### config.mk
export PLATFORM = sky130hd
export DESIGN_NAME = sfr_page_stack_control
export DESIGN_NICKNAME = d
export VERILOG_FILES = /design/src/rtl/sfr_page_stack_control.v /design/src/rtl/stack_level.v
export VERILOG_INCLUDE_DIRS = /design/src /design/src/rtl
export SDC_FILE = /design/constraint.sdc
export NUM_CORES = 1
export LEC_CHECK = 0
export ABC_AREA = 1
export BUFFER_PORTS_ARGS = -buffer_cell sky130_fd_sc_hd__buf_2
export CORE_ASPECT_RATIO = 1.2
export CORE_MARGIN = 5
export CORE_UTILIZATION = 55
export DETAILED_ROUTE_END_ITERATION = 7
export PLACE_DENSITY = 0.78
export RECOVER_POWER = 50
export SLEW_MARGIN = 20
export SYNTH_ARGS = -nofsm -noshare
export SYNTH_HDL_FRONTEND = slang
export SYNTH_HIERARCHICAL = 1
export SYNTH_SLANG_ARGS = --single-unit
### constraint.sdc
create_clock -name core_clk_i -period 3.8 [get_ports core_clk_i]
set_input_delay 0.95 -clock core_clk_i [delete_from_list [all_inputs] [get_ports core_clk_i]]
set_output_delay 0.95 -clock core_clk_i [all_outputs]
set_load 0.005 [all_outputs]
### src/rtl/sfr_page_map.vh
`ifndef SFR_PAGE_MAP_VH
`define SFR_PAGE_MAP_VH
// Direct-access window bounds
`define SFR_SPACE_LO       8'h80
`define SFR_BIT_NIB_A      4'h0
`define SFR_BIT_NIB_B      4'h8
// Register offsets
`define ADDR_ACTIVE_PAGE   8'ha7
`define ADDR_PAGE_CONTROL  8'hcf
`define ADDR_STACK_READOUT 8'hd3
// Populated pages
`define PAGE_ZERO          8'h00
`define PAGE_FIFTEEN       8'h0f
// Page control fields
`define CTRL_IDX_HI        6
`define CTRL_IDX_LO        4
`define CTRL_EN_BIT        0
`define CTRL_WRITE_MASK    8'h71
// Reset values
`define RST_ACTIVE_PAGE    8'h00
`define RST_PAGE_CONTROL   8'h01
`define RST_STACK_ENTRY    8'h00
`define RST_READ_DATA      8'h00
// Single-bit write mask seed
`define BIT_LSB_MASK       8'h01
// Stack level index codes
`define IDX_LEVEL0         3'h0
`define IDX_LEVEL1         3'h1
`define IDX_LEVEL2         3'h2
`define IDX_LEVEL3         3'h3
// Stack geometry
`define STACK_LEVELS       5
`define STACK_IDX_MAX      3'h4
`endif

### src/rtl/sfr_page_stack_control.v
`timescale 1ns/1ns
`include "sfr_page_map.vh"
// Notes on behaviour
// - Direct accesses at 0x80..0xff are special register accesses on active page.
// - Low nibble 0 or 8 allows bit access; others byte only.
// - Up to 256 pages overlay one range; pages 0 and 15 populated.
// - Five byte stack: page select on top, four saved levels below.
// - Readout returns stack entry picked by index; 0 is top, 4 bottom.
// - Interrupt entry with auto paging shifts levels down, page into level 1.
// - After push, page select loads the serviced source's flag page.
// - Return restores level 1 to page select and shifts levels up.
// - Auto paging enable bit resets to one, stays until software clears.
// - Software page writes work unless a push or pop wins that cycle, and never touch saved levels.
// - Push only on interrupt service, pop only on return; nesting pushes again.
// - Page select is 8-bit read/write on all pages, resets to zero.
// - Page control on all pages: index bits 6..4, enable bit 0 = 1.
// - Readout is read-only on page fifteen, resets zero, shows indexed level.
module sfr_page_stack_control #(
  parameter PAGE_W = 8
) (
  // Clock and reset
  input  wire              core_clk_i,
  input  wire              reset_n_i,
  // Direct access from the core
  input  wire              dir_valid_i,
  input  wire              dir_write_i,
  input  wire              dir_bit_i,
  input  wire [2:0]        dir_bit_sel_i,
  input  wire [7:0]        dir_addr_i,
  input  wire [7:0]        dir_wdata_i,
  output reg  [7:0]        dir_rdata_o,
  output wire              dir_hit_o,
  output wire              sfr_sel_o,
  output wire              bit_ok_o,
  // Interrupt vectoring
  input  wire              irq_enter_i,
  input  wire [PAGE_W-1:0] irq_page_i,
  input  wire              irq_return_i,
  // Page state
  output wire [PAGE_W-1:0] active_page_o,
  output wire              auto_paging_enable_o
);

  // Architectural registers
  reg  [PAGE_W-1:0] active_page_select;
  reg  [7:0]        page_control_reg;
  reg  [7:0]        stack_readout_reg;

  // Next values
  reg  [PAGE_W-1:0] next_active_page;
  reg  [7:0]        next_page_control;
  reg  [7:0]        next_rdata;

  // Stack levels and control fields
  wire [PAGE_W-1:0] level [0:`STACK_LEVELS-1];
  wire [2:0]        stack_level_index;
  wire              auto_paging_enable;
  wire              push;
  wire              pop;

  // Address decode
  wire              bit_addr;
  wire              acc_ok;
  wire              on_page_f;
  wire              hit_page;
  wire              hit_ctrl;
  wire              hit_stack;

  // Write path
  wire              wr_page;
  wire              wr_ctrl;
  wire [7:0]        bit_mask;
  wire [7:0]        page_merge;
  wire [7:0]        ctrl_merge;

  // Decode of the special register window
  assign sfr_sel_o = dir_valid_i && (dir_addr_i >= `SFR_SPACE_LO);
  assign bit_addr  = (dir_addr_i[3:0] == `SFR_BIT_NIB_A) ||
                     (dir_addr_i[3:0] == `SFR_BIT_NIB_B);
  assign bit_ok_o  = sfr_sel_o && bit_addr;
  assign on_page_f = (active_page_select == `PAGE_FIFTEEN);
  // Bit access only honoured at bit-capable addresses
  assign acc_ok    = sfr_sel_o && (!dir_bit_i || bit_addr);
  assign hit_page  = acc_ok && (dir_addr_i == `ADDR_ACTIVE_PAGE);
  assign hit_ctrl  = acc_ok && (dir_addr_i == `ADDR_PAGE_CONTROL);
  assign hit_stack = acc_ok && on_page_f && (dir_addr_i == `ADDR_STACK_READOUT);
  assign dir_hit_o = hit_page || hit_ctrl || hit_stack;

  // Bit writes merge one bit into the current byte
  assign bit_mask   = `BIT_LSB_MASK << dir_bit_sel_i;
  assign page_merge = dir_bit_i ? ((active_page_select & ~bit_mask) |
                                   ({8{dir_wdata_i[0]}} & bit_mask)) : dir_wdata_i;
  assign ctrl_merge = dir_bit_i ? ((page_control_reg & ~bit_mask) |
                                   ({8{dir_wdata_i[0]}} & bit_mask)) : dir_wdata_i;
  assign wr_page    = hit_page && dir_write_i;
  assign wr_ctrl    = hit_ctrl && dir_write_i;

  // Control fields
  assign stack_level_index  = page_control_reg[`CTRL_IDX_HI:`CTRL_IDX_LO];
  assign auto_paging_enable = page_control_reg[`CTRL_EN_BIT];

  // Stack moves only on service or return, and only with auto paging on
  assign push = irq_enter_i && auto_paging_enable;
  assign pop  = irq_return_i && !irq_enter_i && auto_paging_enable;

  // Next control value: software write only, reserved bits held at zero
  always @* begin
    next_page_control = page_control_reg;
    if (wr_ctrl) begin
      next_page_control = ctrl_merge & `CTRL_WRITE_MASK;
    end
  end

  // Page control register
  always @(posedge core_clk_i or negedge reset_n_i) begin
    if (!reset_n_i) begin
      page_control_reg <= `RST_PAGE_CONTROL;
    end else begin
      page_control_reg <= next_page_control;
    end
  end

  // Next top of stack: push beats pop, both beat a software write
  always @* begin
    next_active_page = active_page_select;
    if (push) begin
      next_active_page = irq_page_i;
    end else if (pop) begin
      next_active_page = level[1];
    end else if (wr_page) begin
      next_active_page = page_merge[PAGE_W-1:0];
    end
  end

  // Top of stack: the active page select register
  always @(posedge core_clk_i or negedge reset_n_i) begin
    if (!reset_n_i) begin
      active_page_select <= `RST_ACTIVE_PAGE;
    end else begin
      active_page_select <= next_active_page;
    end
  end

  assign level[0] = active_page_select;

  // Saved levels 1..4; the bottom pops in zero
  genvar g;
  generate
    for (g = 1; g < `STACK_LEVELS; g = g + 1) begin : g_lvl
      wire [PAGE_W-1:0] below;
      if (g == `STACK_LEVELS - 1) begin : g_bot
        assign below = `RST_STACK_ENTRY;
      end else begin : g_mid
        assign below = level[g+1];
      end
      stack_level #(
        .WIDTH (PAGE_W)
      ) u_level (
        .core_clk_i (core_clk_i),
        .reset_n_i  (reset_n_i),
        .push_i     (push),
        .pop_i      (pop),
        .above_i    (level[g-1]),
        .below_i    (below),
        .value_o    (level[g])
      );
    end
  endgenerate

  // Readout of the indexed level; invalid index reads zero
  always @* begin
    case (stack_level_index)
      `IDX_LEVEL0: begin
        stack_readout_reg = level[0];
      end
      `IDX_LEVEL1: begin
        stack_readout_reg = level[1];
      end
      `IDX_LEVEL2: begin
        stack_readout_reg = level[2];
      end
      `IDX_LEVEL3: begin
        stack_readout_reg = level[3];
      end
      `STACK_IDX_MAX: begin
        stack_readout_reg = level[4];
      end
      default: begin
        stack_readout_reg = `RST_STACK_ENTRY;
      end
    endcase
  end

  // Read data chosen from the register that the access hits
  always @* begin
    next_rdata = dir_rdata_o;
    if (dir_valid_i && !dir_write_i) begin
      if (hit_page) begin
        next_rdata = active_page_select;
      end else if (hit_ctrl) begin
        next_rdata = page_control_reg;
      end else if (hit_stack) begin
        next_rdata = stack_readout_reg;
      end else begin
        next_rdata = `RST_READ_DATA; // Unoccupied
      end
    end
  end

  // Registered read data, held until the next read
  always @(posedge core_clk_i or negedge reset_n_i) begin
    if (!reset_n_i) begin
      dir_rdata_o <= `RST_READ_DATA;
    end else begin
      dir_rdata_o <= next_rdata;
    end
  end

  assign active_page_o        = active_page_select;
  assign auto_paging_enable_o = auto_paging_enable;

endmodule // sfr_page_stack_control

### src/rtl/stack_level.v
`timescale 1ns/1ns
// One saved page level: loads on push from the level above, on pop from below
module stack_level #(
  parameter WIDTH = 8
) (
  // Clock and reset
  input  wire             core_clk_i,
  input  wire             reset_n_i,
  // Shift control
  input  wire             push_i,
  input  wire             pop_i,
  input  wire [WIDTH-1:0] above_i,
  input  wire [WIDTH-1:0] below_i,
  // Stored value
  output reg  [WIDTH-1:0] value_o
);

  // Shift register stage
  always @(posedge core_clk_i or negedge reset_n_i) begin
    if (!reset_n_i) begin
      value_o <= {WIDTH{1'b0}};
    end else if (push_i) begin
      value_o <= above_i;
    end else if (pop_i) begin
      value_o <= below_i;
    end
  end

endmodule // stack_level

# Word level (Yosys, flattened, before mapping)
# Cells that the tools add are included.
dict set report classes {
  n_addsub 0
  mul 0
  div_mod_pow 0
  order_cmp 1
  n_eq_ne 9
  shift 1
  mux 17
  n_bitwise 6
  n_reduce_logical 24
}
# cell count
set op_table {}
lappend op_table {{8-bit 2-to-1 mux} 15}
lappend op_table {{8-bit case mux with 5 select lines} 1}
lappend op_table {{8-bit == test, second input constant} 3}
lappend op_table {{8-bit bitwise AND} 2}
lappend op_table {{1-bit logical AND} 13}
lappend op_table {{8-bit by 4-bit == test with 1-bit output, second input constant} 1}
lappend op_table {{8-bit greater-or-equal comparator, second input constant} 1}
lappend op_table {{8-bit inverter} 1}
lappend op_table {{8-bit bitwise OR} 1}
lappend op_table {{1-bit by 3-bit << shifter with 8-bit output, first input constant} 1}
lappend op_table {{7-bit bitwise AND} 1}
lappend op_table {{7-bit 2-to-1 mux} 1}
lappend op_table {{7-bit bitwise OR} 1}
lappend op_table {{3-bit by 2-bit == test with 1-bit output, second input constant} 2}
lappend op_table {{4-bit == test, second input constant} 1}
lappend op_table {{4-bit zero test} 1}
lappend op_table {{1-bit logical OR} 4}
lappend op_table {{3-bit by 1-bit == test with 1-bit output, second input constant} 1}
lappend op_table {{3-bit == test, second input constant} 1}
lappend op_table {{1-bit zero test} 3}
lappend op_table {{3-bit zero test} 1}
lappend op_table {{3-bit nonzero test} 1}
lappend op_table {{2-bit nonzero test} 1}
dict set report totals {
  ff_bits 52
  latchBits 0
  mem_bits_rw 0
  mem_bits_ro 0
  elab_cells 65
  n_memories 0
}

# Longest topological paths before layout
dict set report logic_depth {
  depth_word 9
  ltp_mapped 10
  ltp_nobuf 10
}

# Modules after synthesis
# Netlist, hierarchy kept.
# module instances cells_each area_each_um2
set modules_own_cells {}
lappend modules_own_cells {sfr_page_stack_control 1 332 1926.8}
lappend modules_own_cells {stack_level 4 44 374.1}

# Worst setup path after synthesis
# OpenSTA, ideal clock, no wires.
dict set report synth_path {
  path_kind {input -> output}
  start {input dir_addr_i[1]}
  end {output dir_hit_o}
  arrival_ps 1634
  required_ps 2850
  setup_slack_ps 1216
  stages 6
  path_cell_list {nand2_1 > nor2_1 > inv_1 > nor3_4 > nand2_1 > nand3_1}
}
dict set report synth_via {
  elab_chain_cells 7
  elab_cells_between_ends 16
  cone_classes {order compare (1); eq/ne (4); reduce/logical (11)}
}
# element line_no
set synth_rtl {}
lappend synth_rtl {{start: declaration} sfr_page_stack_control.v:29} ;# input wire [7:0] dir_addr_i,
lappend synth_rtl {{branches (longest 6 deep; another with 8-bit greater-or-equal comparator)} -}
lappend synth_rtl {{1-bit logical OR *} sfr_page_stack_control.v:87} ;# assign dir_hit_o = hit_page || hit_ctrl || hit_stack;
lappend synth_rtl {{end: declaration} sfr_page_stack_control.v:32} ;# output wire dir_hit_o,
# Mark *: on every way between the ends.

# Worst setup path in the final report
# Ends and elaborated chain as after synthesis.

==> flow_summary.yaml <==
timing:
  hold_viol: 0
  finalClockSkew_ns: 0.00726
  fmax_mhz: 347
  drv_slew: 0
  fin_crit_ns: 2.88
  post-route-period-util_pct: 75.8
  timing.setup.tns_ns: 0
  grt_setup_unrepaired: "no"
  relSlewSlack_pct: 6.86
  setup_viol: 0
  tightest_slew_ns: 1.40
clocking:
  ctsResizeCount: 0
  ctsLongestPathBuffers: 2
  clkLatencyLatePin_ns: 0.30
  cts.reportedPaths.clkPinSlew_ns: 0.09
  numCtsBuffers: 5
  clkSinkCount: 52
  cts-root-buf: "clkbuf_8"
  cts_setup_buffers: 0
  cts_tree: "built"
  hold_buffers: 0
  h-tree-depth: 2
logic_synthesis:
  yosysUniqueCellTypes: 29
  synthesis.area_um2: 3420
  yosysSeqAreaShare_pct: 38.0
  synth_edf_count: 0
  synth_area_per_cell_um2: 6.74
  ys_top_cells_by_area: "dfrtp_1 37%, nand2_1 19%, nand3_1 16%"
  synth_cells: 508
  synthArstFlopShare_pct: 100
  yosys_warnings: 6
  ys_ff_latch: 52
  yosysTopAreaCell: "dfrtp_1"
  synth_common_cells: "177 x nand2_1, 110 x nand3_1, 51 x dfrtp_1"
  yosysTopAreaCellShare_pct: 37.3
  ys.flop_type: "dfrtp_1"
  synth_most_common_cell: "nand2_1"
global_route:
  antenna_found_initial: 0
  grt_pass1_vias: 3265
  grt-ovfl-total: 0
  grt_max_degree: 52
  grt_use_met3_pct: 3.43
  grt-busiest-layer: "met2"
  met1_usage_pct: 31.7
  grt_use_met2_pct: 41.2
  grt_use_total_pct: 24.9
  grt_first_pass_wirelength_mm: 15.2
cells_and_area:
  stdcell_count: 637
  stdcell_area_um2: 3750
  multi_input_comb_area_um2: 1820
  n_fill_cell: 584
  area_growth_pct: 9.58
  seq_area_um2: 1300
  layout.nets: 588
  n_antenna_cell: 0
  fin_util_pct: 62.0
  drive_gt1_share_pct: 13.5
drt:
  drc: 0
  final_antenna_net_count: 0
  totalWireLength_mm: 9.27
  wire_per_inst_um: 14.6
  drtPass1Iterations: 7
  routed_via_density: 5.53
  num_vias: 3523
  drt_iter0_markers: 213
placement:
  post_dp_cell_area_um2: 3670
  hpwl_mm: 6.89
  dp_cells: 629
  gp_congestion: 0.882
  numPortBuffers: 53
floorplanning:
  die_h_um: 96.4
  ios: 54
  initial_core_util_pct: 56.6
  die_area_um2: 7910
  die_w_um: 82.0
  coreArea_um2: 6050
  rows: 31
setup_path:
  crit_path_end_kind: "output pin"
  cp-start-kind: "input port"
  slowest_delay_ns: 0.18
  cp_top_family: "simple AND/OR/NAND/NOR gates"
  path_cells: "buf_2, nand2_1, nor2_1, inv_1, nor3_4, nand2_1, nand3_1, buf_2"
  criticalPathCategory: "in2out"
  crit_slowest_cell: "nor3_4"
  worstPathBufferInverterCount: 3
  path_max_fanout: 5
  crit_arrival_ns: 1.93
  cp_data_required_time_ns: 2.85
run_status:
  status: "finished, final reports clean"
power:
  p_leak_nw: 1.93
  power.density_nw_per_um2: 274
  ir_drop_mv: 0.150
worst_hold_path:
  hp-class: "reg2reg"
job:
  cap_violations: 0
-- where the power goes --
| part | internal (W) | leakage [nW] | switching [W] |
|---|---|---|---|
| Combinational | 0.0000379 | 1.18 | 0.0000695 |
| Sequential | 0.000568 | 0.698 | 0.0000228 |
| Clock | 0.000149 | 0.0455 | 0.000181 |
-- tightest hold or removal path: cells and delay by family, from the launching register on --
kind / cells / cell delay (ns)
DFF: 1 / 0.35
and+or+nand+nor: 2 / 0.11
-- logic make-up (layout without fill, tap and decap cells) --
family,after synthesis,count (layout),share of synthesized area [%]
buf+inv,65,105,9.58
other cells,1,8,0.110
compound gates,33,33,5.30
flops,52,52,38.0
simple gates,357,357,47.0
-- metal layers --
layer,wire (um),part of all wire (%),up-vias
met5,0,0,-
met4,297,3.2,0
met3,618,6.7,26
met2,4620,50,153
met1,3740,40,1608
li1,-,-,1736
-- cells in the final DEF, fill, tap and decap left out, drive strengths merged --
cell	n
nand2	179
nand3	111
dfrtp	51
buf	47
nor2	43
inv	40
o21ai	25
clkbuf	17
nand4	15
conb	8
a21oi	6
nor3	6
o211ai	2
clkinv	1
nor2b	1
and2	1
or2	1
dfstp	1
-- stage by stage --
| stage | hold slack [ns] | total power, W | setup WS, ns |
|---|---|---|---|
| CTS | 0.483 | 0.00103 | 0.924 |
| detailed placement | 0.460 | 0.000710 | 0.931 |
| finish | 0.487 | 0.00103 | 0.921 |
| global route | 0.503 | 0.00107 | 0.793 |
| floorplan | 0.472 | 0.000653 | 1.22 |
| global placement | 0.458 | 0.000708 | 0.958 |
-- cell type report --
type / count / area share, %
clock buffer: 8 / 2.40
inverter: 41 / 4.17
multi-input combinational: 398 / 48.6
sequential: 52 / 34.7
tap: 82 / 2.74
timing repair buffer: 56 / 7.34
-- path summary, 6_finish.rpt --
path	from	end	slack, ns	depth (start not counted)
max	dir_addr_i[1]	dir_hit_o	0.92	8
min	dir_rdata_o[0]$_DFFE_PN0P_	dir_rdata_o[0]$_DFFE_PN0P_	0.49	2
max reg2reg	register	register	1.64	8
min reg2reg	dir_rdata_o[0]$_DFFE_PN0P_	dir_rdata_o[0]$_DFFE_PN0P_	0.49	2
max in group asynchronous	reset_n_i	async pin	1.43	2
min in group asynchronous	reset_n_i	async pin	0.95	1
(Power assumes the default switching activity.)
